===== config.mk =====
export PLATFORM = sky130hd
export DESIGN_NAME = cclu_top
export DESIGN_NICKNAME = d
export VERILOG_FILES = /design/src/design/cclu_pkg.sv /design/src/design/cclu_lut_slice.sv /design/src/design/cclu_top.sv
export SDC_FILE = /design/constraint.sdc
export NUM_CORES = 1
export LEC_CHECK = 0
export BUFFER_PORTS_ARGS = -buffer_cell sky130_fd_sc_hd__clkbuf_2
export CORE_UTILIZATION = 60
export CTS_CLUSTER_DIAMETER = 60
export DETAILED_ROUTE_END_ITERATION = 12
export GPL_TIMING_DRIVEN = 0
export PLACE_DENSITY_LB_ADDON = 0.1
export SLEW_MARGIN = 5
export SYNTH_ARGS = -nofsm -noshare
export SYNTH_HDL_FRONTEND = slang
export SYNTH_SLANG_ARGS = --single-unit

===== constraint.sdc =====
create_clock -name pclk -period 4.3 [get_ports pclk]
set_input_delay 0.645 -clock pclk [delete_from_list [all_inputs] [get_ports pclk]]
set_output_delay 0.645 -clock pclk [all_outputs]
set_load 0.005 [all_outputs]

===== src/design/cclu_pkg.sv =====
// ============================================================
// shared constants and carriers of the custom logic unit
package cclu_pkg;
  localparam int NLUT = 6;

  // register indices, byte address is four times the index
  localparam logic [5:0] IDX_GLOBAL   = 6'h00;
  localparam logic [5:0] IDX_PAIR1    = 6'h02;
  localparam logic [5:0] IDX_PAIR2    = 6'h03;
  localparam logic [5:0] IDX_SENSE_LO = 6'h05;
  localparam logic [5:0] IDX_SENSE_HI = 6'h06;
  localparam logic [5:0] IDX_FLAGS    = 6'h07;
  localparam logic [5:0] IDX_LUT_BASE = 6'h08;
  localparam logic [5:0] IDX_LUT_END  = 6'h20;
  localparam logic [1:0] SUB_CTRL_A   = 2'h0;
  localparam logic [1:0] SUB_CTRL_B   = 2'h1;
  localparam logic [1:0] SUB_CTRL_C   = 2'h2;
  localparam logic [1:0] SUB_TRUTH    = 2'h3;
  localparam logic [7:0] REG_RESET    = 8'h00;

  // sequencer types
  localparam logic [3:0] SEQ_OFF    = 4'h0;
  localparam logic [3:0] SEQ_DFF    = 4'h1;
  localparam logic [3:0] SEQ_JK     = 4'h2;
  localparam logic [3:0] SEQ_DLATCH = 4'h3;
  localparam logic [3:0] SEQ_RS     = 4'h4;

  // interrupt sense
  localparam logic [1:0] SENSE_NONE = 2'h0;
  localparam logic [1:0] SENSE_RISE = 2'h1;
  localparam logic [1:0] SENSE_FALL = 2'h2;
  localparam logic [1:0] SENSE_BOTH = 2'h3;

  // output conditioning
  localparam logic [1:0] COND_NONE   = 2'h0;
  localparam logic [1:0] COND_SYNC   = 2'h1;
  localparam logic [1:0] COND_FILTER = 2'h2;

  // lut clock pick
  localparam logic [2:0] CLK_PERIPH     = 3'h0;
  localparam logic [2:0] CLK_INPUT2     = 3'h1;
  localparam logic [2:0] CLK_HF         = 3'h4;
  localparam logic [2:0] CLK_SLOW       = 3'h5;
  localparam logic [2:0] CLK_SLOW_DIV32 = 3'h6;

  // input source codes
  localparam logic [3:0] SRC_MASK       = 4'h0;
  localparam logic [3:0] SRC_FEEDBACK   = 4'h1;
  localparam logic [3:0] SRC_LINK       = 4'h2;
  localparam logic [3:0] SRC_EVENT_A    = 4'h3;
  localparam logic [3:0] SRC_EVENT_B    = 4'h4;
  localparam logic [3:0] SRC_PIN        = 4'h5;
  localparam logic [3:0] SRC_COMPARATOR = 4'h6;
  localparam logic [3:0] SRC_ZERO_CROSS = 4'h7;
  localparam logic [3:0] SRC_SERIAL_TX  = 4'h8;
  localparam logic [3:0] SRC_SPI        = 4'h9;
  localparam logic [3:0] SRC_TIMER_A0   = 4'ha;
  localparam logic [3:0] SRC_TIMER_A1   = 4'hb;
  localparam logic [3:0] SRC_TIMER_B    = 4'hc;
  localparam logic [3:0] SRC_TIMER_D0   = 4'hd;

  localparam logic [4:0] SLOW_DIV_LAST = 5'h1f;

  typedef struct packed {
    logic       edge_detect_on;
    logic       pin_drive_on;
    logic [1:0] output_conditioning;
    logic [2:0] lut_clock_pick;
    logic       lut_enable;
  } cclu_ctrl_a_t;

  typedef struct packed {
    logic [3:0] input1_source;
    logic [3:0] input0_source;
  } cclu_ctrl_b_t;

  typedef struct packed {
    cclu_ctrl_a_t a;
    cclu_ctrl_b_t b;
    logic [3:0]   input2_source;
    logic [7:0]   truth;
  } cclu_lut_cfg_t;

  // peripheral, pin and event signals feeding the luts
  typedef struct packed {
    logic [5:0]      event_a;
    logic [5:0]      event_b;
    logic [2:0][5:0] pin_in;
    logic [2:0]      comparator;
    logic [2:0]      zero_cross;
    logic [2:0]      serial_tx;
    logic            spi_mosi;
    logic            spi_sck;
    logic [2:0]      timer_a0_wo;
    logic [2:0]      timer_a1_wo;
    logic [2:0]      timer_b_wo;
    logic [2:0]      timer_d0_wo;
    logic            high_freq_oscillator;
    logic            slow_oscillator;
  } cclu_src_t;
endpackage


===== src/design/cclu_lut_slice.sv =====
`timescale 1ns/1ps
// ============================================================
// one lut: truth lookup, clock pick, conditioning, edge detector
module cclu_lut_slice (
  input  logic                    pclk,
  input  logic                    presetn,
  input  logic                    active,
  input  cclu_pkg::cclu_lut_cfg_t cfg,
  input  logic [15:0]             opt0,
  input  logic [15:0]             opt1,
  input  logic [15:0]             opt2,
  input  logic                    hf_tick,
  input  logic                    slow_tick,
  input  logic                    div32_tick,
  output logic                    clk_en,
  output logic                    lut_cond
);
  typedef struct packed {
    logic       in2_prev;
    logic [1:0] sync;
    logic [1:0] hist;
    logic       filt;
    logic       edge_prev;
    logic       pulse;
  } cclu_slice_t;

  cclu_slice_t st;
  cclu_slice_t next_st;
  logic        in0;
  logic        in1;
  logic        in2;
  logic        raw;
  logic        cond;

  // input muxes; reserved codes select a zero bit
  assign in0 = opt0[cfg.b.input0_source];
  assign in1 = opt1[cfg.b.input1_source];
  assign in2 = opt2[cfg.input2_source];
  assign raw = cfg.truth[{in2, in1, in0}];

  // conditioning runs only on the picked lut clock
  always_comb begin
    next_st = st;
    next_st.in2_prev = in2;
    case (cfg.a.lut_clock_pick)
      cclu_pkg::CLK_PERIPH:     clk_en = 1'b1;
      cclu_pkg::CLK_INPUT2:     clk_en = in2 & ~st.in2_prev;
      cclu_pkg::CLK_HF:         clk_en = hf_tick;
      cclu_pkg::CLK_SLOW:       clk_en = slow_tick;
      cclu_pkg::CLK_SLOW_DIV32: clk_en = div32_tick;
      default:                  clk_en = 1'b0;
    endcase
    case (cfg.a.output_conditioning)
      cclu_pkg::COND_SYNC:   cond = st.sync[1];
      cclu_pkg::COND_FILTER: cond = st.filt;
      default:               cond = raw;
    endcase
    if (!active) begin
      next_st.sync = '0;
      next_st.hist = '0;
      next_st.filt = 1'b0;
      next_st.edge_prev = 1'b0;
      next_st.pulse = 1'b0;
    end else if (clk_en) begin
      next_st.sync = {st.sync[0], raw};
      next_st.hist = {st.hist[0], st.sync[1]};
      // filter passes a level only after three equal samples
      if (st.hist == {2{st.sync[1]}}) begin
        next_st.filt = st.sync[1];
      end
      next_st.edge_prev = cond;
      next_st.pulse = cond & ~st.edge_prev;
    end
    lut_cond = cfg.a.edge_detect_on ? st.pulse : cond;
  end

  // state register
  always_ff @(posedge pclk or negedge presetn) begin
    if (!presetn) begin
      st <= '0;
    end else begin
      st <= next_st;
    end
  end
endmodule


===== src/design/cclu_top.sv =====
// Local design decision: the APB slave port.
`timescale 1ns/1ps
// ============================================================
module cclu_top (
  input  logic                pclk,
  input  logic                presetn,
  input  logic                psel,
  input  logic                penable,
  input  logic                pwrite,
  input  logic [7:0]          paddr,
  input  logic [31:0]         pwdata,
  input  logic [3:0]          pstrb,
  output logic [31:0]         prdata,
  output logic                pready,
  output logic                pslverr,
  input  cclu_pkg::cclu_src_t src,
  output logic [5:0]          lut_out,
  output logic [5:0]          lut_pin_level,
  output logic [5:0]          lut_pin_oe_n
);
  typedef struct packed {
    logic                              global_en;
    logic [3:0]                        pair1_seq;
    logic [3:0]                        pair2_seq;
    logic [7:0]                        sense_low;
    logic [3:0]                        sense_high;
    logic [5:0]                        flags;
    cclu_pkg::cclu_lut_cfg_t [5:0]     cfg;
    logic [5:0]                        lut_level;
    logic [5:0]                        pin_oe_n;
    logic [1:0]                        seq_q;
    logic                              hf_prev;
    logic                              slow_prev;
    logic [4:0]                        div_cnt;
    logic                              ack;
    logic                              err;
    logic [7:0]                        rdata;
  } cclu_state_t;

  localparam logic [5:0] IDX_LUT0_B = cclu_pkg::IDX_LUT_BASE + 6'(cclu_pkg::SUB_CTRL_B);

  cclu_state_t                   st;
  cclu_state_t                   next_st;
  logic [5:0]                    idx;
  logic [2:0]                    lut_n;
  logic [1:0]                    sub;
  logic                          in_lut;
  logic                          mapped;
  logic                          access;
  logic                          commit;
  logic                          wr;
  logic                          locked;
  logic [7:0]                    rd_val;
  logic                          hf_tick;
  logic                          slow_tick;
  logic                          div32_tick;
  logic [5:0]                    clk_en;
  logic [5:0]                    cond;
  logic [5:0]                    active;
  logic [5:0]                    final_lvl;
  logic [5:0]                    ev;
  logic [5:0]                    clr;
  logic [11:0]                   sense_all;
  logic [2:0][5:0][15:0]         opt;
  logic [3:0]                    seq_ty;
  logic                          seq_a;
  logic                          seq_b;
  logic                          seq_q;
  cclu_pkg::cclu_ctrl_a_t        wa;

  // ============================================================
  // apb decode; one wait state so read data comes from a flop
  assign idx    = paddr[7:2];
  assign sub    = idx[1:0];
  assign in_lut = (idx >= cclu_pkg::IDX_LUT_BASE) && (idx < cclu_pkg::IDX_LUT_END);
  assign lut_n  = 3'((idx - cclu_pkg::IDX_LUT_BASE) >> 2);
  assign access = psel & penable;
  assign commit = access & st.ack;
  assign wr     = commit & pwrite & pstrb[0];
  assign locked = st.cfg[lut_n].a.lut_enable;
  assign wa     = cclu_pkg::cclu_ctrl_a_t'(pwdata[7:0]);
  assign sense_all = {st.sense_high, st.sense_low};

  // bus outputs straight from state
  assign pready        = st.ack;
  assign pslverr       = st.ack & st.err;
  assign prdata        = {24'h000000, st.rdata};
  assign lut_out       = st.lut_level;
  assign lut_pin_level = st.lut_level;
  assign lut_pin_oe_n  = st.pin_oe_n;

  // read mux and map check; misaligned or unlisted words answer with an error
  always_comb begin
    rd_val = cclu_pkg::REG_RESET;
    mapped = 1'b1;
    if (|paddr[1:0]) begin
      mapped = 1'b0;
    end else if (in_lut) begin
      case (sub)
        cclu_pkg::SUB_CTRL_A: rd_val = st.cfg[lut_n].a;
        cclu_pkg::SUB_CTRL_B: rd_val = st.cfg[lut_n].b;
        cclu_pkg::SUB_CTRL_C: rd_val = {4'h0, st.cfg[lut_n].input2_source};
        default:              rd_val = st.cfg[lut_n].truth;
      endcase
    end else begin
      case (idx)
        cclu_pkg::IDX_GLOBAL:   rd_val = {7'h00, st.global_en};
        cclu_pkg::IDX_PAIR1:    rd_val = {4'h0, st.pair1_seq};
        cclu_pkg::IDX_PAIR2:    rd_val = {4'h0, st.pair2_seq};
        cclu_pkg::IDX_SENSE_LO: rd_val = st.sense_low;
        cclu_pkg::IDX_SENSE_HI: rd_val = {4'h0, st.sense_high};
        cclu_pkg::IDX_FLAGS:    rd_val = {2'h0, st.flags};
        default:                mapped = 1'b0;
      endcase
    end
  end

  // ============================================================
  // oscillator ticks; the slow divider makes the divide-by-32 pulse
  assign hf_tick    = src.high_freq_oscillator & ~st.hf_prev;
  assign slow_tick  = src.slow_oscillator & ~st.slow_prev;
  assign div32_tick = slow_tick && (st.div_cnt == cclu_pkg::SLOW_DIV_LAST);

  // ============================================================
  // source vectors; outputs come from flops so feedback and link have no loop
  always_comb begin
    for (int k = 0; k < 3; k++) begin
      for (int n = 0; n < cclu_pkg::NLUT; n++) begin
        opt[k][n] = '0;
        opt[k][n][cclu_pkg::SRC_FEEDBACK]   = st.lut_level[n];
        opt[k][n][cclu_pkg::SRC_LINK]       = st.lut_level[(n + 1) % cclu_pkg::NLUT];
        opt[k][n][cclu_pkg::SRC_EVENT_A]    = src.event_a[n];
        opt[k][n][cclu_pkg::SRC_EVENT_B]    = src.event_b[n];
        opt[k][n][cclu_pkg::SRC_PIN]        = src.pin_in[k][n];
        opt[k][n][cclu_pkg::SRC_COMPARATOR] = src.comparator[k];
        opt[k][n][cclu_pkg::SRC_ZERO_CROSS] = src.zero_cross[k];
        opt[k][n][cclu_pkg::SRC_SERIAL_TX]  = src.serial_tx[k];
        opt[k][n][cclu_pkg::SRC_SPI]        = (k == 2) ? src.spi_sck : src.spi_mosi;
        opt[k][n][cclu_pkg::SRC_TIMER_A0]   = src.timer_a0_wo[k];
        opt[k][n][cclu_pkg::SRC_TIMER_A1]   = src.timer_a1_wo[k];
        opt[k][n][cclu_pkg::SRC_TIMER_B]    = src.timer_b_wo[k];
        opt[k][n][cclu_pkg::SRC_TIMER_D0]   = src.timer_d0_wo[k];
      end
    end
  end

  // ============================================================
  // six lut slices
  for (genvar g = 0; g < cclu_pkg::NLUT; g++) begin : g_lut
    assign active[g] = st.global_en & st.cfg[g].a.lut_enable;
    cclu_lut_slice u_slice (
      .pclk       (pclk),
      .presetn    (presetn),
      .active     (active[g]),
      .cfg        (st.cfg[g]),
      .opt0       (opt[0][g]),
      .opt1       (opt[1][g]),
      .opt2       (opt[2][g]),
      .hf_tick    (hf_tick),
      .slow_tick  (slow_tick),
      .div32_tick (div32_tick),
      .clk_en     (clk_en[g]),
      .lut_cond   (cond[g])
    );
  end

  // ============================================================
  // next state: bus, registers, sequencers, outputs and flags
  always_comb begin
    next_st = st;
    clr = '0;
    seq_ty = cclu_pkg::SEQ_OFF;
    seq_a = 1'b0;
    seq_b = 1'b0;
    seq_q = 1'b0;
    next_st.ack = access & ~st.ack;
    if (access & ~st.ack) begin
      next_st.rdata = rd_val;
      next_st.err = ~mapped;
    end
    next_st.hf_prev = src.high_freq_oscillator;
    next_st.slow_prev = src.slow_oscillator;
    if (slow_tick) begin
      next_st.div_cnt = st.div_cnt + 5'h01;
    end

    // register writes at the edge that completes the transfer
    if (wr && mapped) begin
      if (in_lut) begin
        case (sub)
          cclu_pkg::SUB_CTRL_A: begin
            if (locked) begin
              next_st.cfg[lut_n].a.lut_enable = wa.lut_enable;
            end else begin
              next_st.cfg[lut_n].a = wa;
            end
          end
          cclu_pkg::SUB_CTRL_B: begin
            if (!locked) begin
              next_st.cfg[lut_n].b = pwdata[7:0];
            end
          end
          cclu_pkg::SUB_CTRL_C: begin
            if (!locked) begin
              next_st.cfg[lut_n].input2_source = pwdata[3:0];
            end
          end
          default: begin
            if (!locked) begin
              next_st.cfg[lut_n].truth = pwdata[7:0];
            end
          end
        endcase
      end else begin
        case (idx)
          cclu_pkg::IDX_GLOBAL: next_st.global_en = pwdata[0];
          cclu_pkg::IDX_PAIR1: begin
            if (!st.global_en) begin
              next_st.pair1_seq = pwdata[3:0];
            end
          end
          cclu_pkg::IDX_PAIR2: begin
            if (!st.global_en) begin
              next_st.pair2_seq = pwdata[3:0];
            end
          end
          cclu_pkg::IDX_SENSE_LO: next_st.sense_low = pwdata[7:0];
          cclu_pkg::IDX_SENSE_HI: next_st.sense_high = pwdata[3:0];
          cclu_pkg::IDX_FLAGS:    clr = pwdata[5:0];
          default:                clr = '0;
        endcase
      end
    end

    // sequencers of pairs 1 and 2; pair 0 has none here
    final_lvl = cond;
    for (int p = 0; p < 2; p++) begin
      seq_ty = (p == 0) ? st.pair1_seq : st.pair2_seq;
      seq_a = cond[2 * p + 2];
      seq_b = cond[2 * p + 3];
      seq_q = st.seq_q[p];
      case (seq_ty)
        cclu_pkg::SEQ_DFF: begin
          if (clk_en[2 * p + 2]) begin
            seq_q = seq_b ? 1'b0 : seq_a;
          end
        end
        cclu_pkg::SEQ_JK: begin
          if (clk_en[2 * p + 2]) begin
            seq_q = (seq_a & ~st.seq_q[p]) | (~seq_b & st.seq_q[p]);
          end
        end
        cclu_pkg::SEQ_DLATCH: begin
          if (seq_b) begin
            seq_q = seq_a;
          end
        end
        cclu_pkg::SEQ_RS: begin
          if (seq_a ^ seq_b) begin
            seq_q = seq_a;
          end
        end
        default: seq_q = 1'b0;
      endcase
      next_st.seq_q[p] = st.global_en & seq_q;
      if (seq_ty != cclu_pkg::SEQ_OFF) begin
        final_lvl[2 * p + 2] = st.seq_q[p];
      end
    end

    // outputs, pin drive and edge flags; a set beats a same-cycle clear
    for (int n = 0; n < cclu_pkg::NLUT; n++) begin
      next_st.lut_level[n] = active[n] & final_lvl[n];
      next_st.pin_oe_n[n] = ~(active[n] & st.cfg[n].a.pin_drive_on);
      case (sense_all[2 * n +: 2])
        cclu_pkg::SENSE_RISE: ev[n] = next_st.lut_level[n] & ~st.lut_level[n];
        cclu_pkg::SENSE_FALL: ev[n] = ~next_st.lut_level[n] & st.lut_level[n];
        cclu_pkg::SENSE_BOTH: ev[n] = next_st.lut_level[n] ^ st.lut_level[n];
        default:              ev[n] = 1'b0;
      endcase
    end
    next_st.flags = (st.flags & ~clr) | ev;
  end

  // state register
  always_ff @(posedge pclk or negedge presetn) begin
    if (!presetn) begin
      st <= '0;
      st.pin_oe_n <= '1;
    end else begin
      st <= next_st;
    end
  end
endmodule


==> flow_metrics.py <==
metrics = {
    "critical_path": {
        "crit_fanout": 10,
        "crit_required_ns": 4.76,
        "crit_end": "st[199]$_DFF_PN0_",
        "worstSetupPathType": "reg2reg",
        "path_cells": "mux2i_1, mux4_2, mux2i_2, mux4_2, mux2i_1, a211oi_1, mux2i_1, inv_1, ha_1, mux2i_1, a221o_1",
        "critPathLaunchType": "flop",
        "reg2reg_to": "st[199]$_DFF_PN0_",
        "worst_setup_path_end_kind": "flop",
        "cp.arrival_ns": 4.72,
        "reg2reg_setup_slack_ns": 0.04,
        "r2r_cells": 11,
        "slowest_stage": "dfrtp_1",
        "crit_top_cell": "mux2i_1",
        "timing.rr.start": "lut_out[1]$_DFF_PN0_",
        "cp-startpoint": "lut_out[1]$_DFF_PN0_",
        "critical_path.max_stage_delay_ns": 0.76,
    },
    "drt": {
        "antenna_violating_nets_post_route": 0,
        "wl_um": 54200,
        "drtIter0Drc": 1270,
        "wire_per_inst_um": 26.7,
        "viasPerCell": 6.68,
        "routed-via-count": 13538,
        "drcViolationCount": 0,
        "firstDrtPassIters": 6,
    },
    "die": {
        "ioPinCount": 156,
        "core-area_um2": 27000,
        "dieArea_um2": 28200,
        "die_h_um": 168,
        "start_util": 0.612,
        "die_w_um": 168,
        "rows": 60,
    },
    "cts": {
        "cts_hold_buf": 0,
        "cts_num_sinks": 274,
        "cts_htree_levels": 1,
        "clockBufferDepth": 3,
        "cts_made_buffers": 30,
        "clkSlewWorstSetupHoldPaths_ns": 0.06,
        "root_buffer": "clkbuf_16",
        "clk_latency_ns": 0.58,
        "cts_tree": "yes",
    },
    "global_route": {
        "antenna_found_initial": 0,
        "grt_max_degree": 105,
        "grt_usage": 0.391,
        "grt_first_pass_wirelength_um": 81400,
        "grt_pass1_vias": 13087,
        "overflow": 0,
    },
    "timing": {
        "rsz0062_at_grt": "yes",
        "max-slew-margin-rel": 0.263,
        "fin_crit_ns": 4.26,
        "tightest_slew_ns": 1.11,
        "finClkSkew_ns": 0.0145,
        "slew_violations": 0,
        "clock.fmax_mhz": 235,
        "finalCritPeriodShare": 0.991,
        "hold_viol_final": 0,
        "setup_violations": 0,
    },
    "placement": {
        "place_area_um2": 17600,
        "port_buffers": 96,
        "dp_hpwl_um": 39600,
        "gp_congestion": 0.995,
    },
    "finish": {
        "finalNetCount": 1798,
        "syn_to_final_growth_pct": 13.4,
        "finalInstanceArea_um2": 18800,
        "diodes": 0,
        "drive_above_1_share": 0.303,
    },
    "run_status": {
        "status": "finished clean",
    },
    "yosys": {
        "ys_async_sr_fraction": 1.00,
        "synth_ff_type": "dfrtp_1",
        "yosysMostFrequentCell": "dfrtp_1",
        "synth.area.top_cells": "dfrtp_1, mux2_2, mux4_2, mux2i_1, nand2_1",
        "synthMuxAreaShare": 0.284,
        "yosysTopAreaCell": "dfrtp_1",
        "syn_area_um2": 16500,
        "synth_cell_type_count": 84,
        "yosysWarningCount": 0,
        "synthTopCellsByCount": "dfrtp_1, mux2_2, nand2_1",
        "yosysSeqAreaShare": 0.415,
        "synth_simple_gate_area_frac": 0.106,
        "postSynthCellCount": 1510,
        "syn_avg_cell_area_um2": 11.0,
        "synth_seq_cells": 274,
        "synth-xor-area-share": 0.00212,
        "synth_compound_area_frac": 0.114,
        "synth_edf_count": 0,
        "yosysTopAreaCellShare": 0.406,
        "synth_fa_ha_area_frac": 0.0235,
        "synth_top_family_by_area": "multiplexers",
    },
    "pwr": {
        "cellPowerDensity_nw_per_um2": 307,
        "power.leakage_uw": 0.00844,
        "report.power.total_uw": 5750,
        "peakVddDrop_mv": 0.334,
    },
    "min_path": {
        "hold_path.class": "in2async",
    },
    "job": {
        "maxCapViolCount": 0,
    },
}
-- stage by stage --
step | setup slack [ns] | std cells | setup TNS, ns | util | hold WS [ns]
CTS | 0.0301 | 2024 | 0 | 0.690 | 0.166
floorplan | 0.451 | 1533 | 0 | - | 0.349
global route | -0.0879 | 2028 | -0.0891 | 0.694 | 0.184
finish | 0.0379 | 2028 | 0 | 0.694 | 0.142
detailed placement | -1.40 | 1972 | -180.27 | 0.651 | 0.436
global placement | -3.21 | 1970 | -1034.83 | 0.649 | 0.433
-- cell families after synthesis --
family / after synthesis
compound gates: 279
xor+xnor: 4
fa+ha+maj: 31
buf+inv: 182
flops: 274
mux: 365
other cells: 1
simple gates: 374
-- power breakdown --
group	total (uW)	internal [uW]	switching, uW	leakage [uW]
Combinational	481	162	320	0.00428
Sequential	2630	2610	22.8	0.00367
Clock	2640	1530	1110	0.000488
Total	5750	4300	1450	0.00844
-- worst min-delay path by stage --
stage | from | to | cells past startpoint
after global routing | src[0] | st[15]$_DFF_PN0_ | 1
after global placement | flop | lut_pin_oe_n[2]$_DFF_PN1_ | 1
after detailed placement | flop | lut_pin_oe_n[0]$_DFF_PN1_ | 1
final | presetn | g_lut[4].u_slice.st[3]$_DFFE_PN0P_ | 1
after CTS | presetn | g_lut[4].u_slice.st[3]$_DFFE_PN0P_ | 1
after floorplan | presetn | asynchronous set/reset pin | 0
-- final cells by class --
type / instances / area (um2)
flip-flops and latches: 274 / 6870
multi-input cells: 1077 / 8950
clock buffers: 44 / 873
well taps: 341 / 427
clock inverters: 12 / 133
repair buffers: 106 / 604
plain buffers: 129 / 721
inverters: 45 / 169
fillers: 2118 / 8280
-- metal layers --
layer,global-route usage,routed length [um],vias to the layer above
met4,0.204,3150,0
met2,0.613,24500,766
met1,0.524,21300,6770
li1,-,-,5841
met3,0.0705,5200,161
met5,0,0,-
-- cells in the final DEF, fill, tap and decap left out, types with 8 or more instances in the layout --
master / Yosys / layout
a221o_1: 11 / 11
nor2_1: 112 / 98
inv_1: 44 / 44
a211oi_1: 16 / 15
o22ai_1: 10 / 10
mux2_2: 178 / 178
nor2b_1: 20 / 20
conb_1: 1 / 24
nor2_2: 0 / 12
clkbuf_8: 0 / 8
nand2_1: 127 / 127
a22o_1: 10 / 10
o21ai_0: 56 / 55
buf_1: 12 / 9
a32o_1: 12 / 12
a22oi_1: 13 / 13
nand3_1: 25 / 25
o21ai_1: 14 / 15
nand2b_1: 11 / 11
clkbuf_1: 63 / 60
nor3_1: 16 / 16
a21oi_1: 64 / 62
mux2i_1: 119 / 114
a221oi_1: 11 / 11
dfrtp_1: 268 / 262
mux4_2: 64 / 64
a31oi_1: 9 / 9
ha_1: 31 / 31
buf_4: 54 / 62
clkbuf_16: 0 / 30
clkbuf_2: 0 / 98
-- repair_timing --
item,in CTS,in global routing
buffers inserted,1,7
pin swaps,1,1
endpoints found under the setup margin,167,104
resized for setup,22,20
-- critical path: cells and delay by family, from the launching register on --
family | cells | cell delay [ns]
flip-flops | 1 | 0.76
adder cells (fa/ha/maj) | 1 | 0.30
buffers and inverters | 1 | 0.12
multiplexers | 7 | 2.41
AO/OA/AOI/OAI | 2 | 0.56
Power figures use the tool's default switching activity.
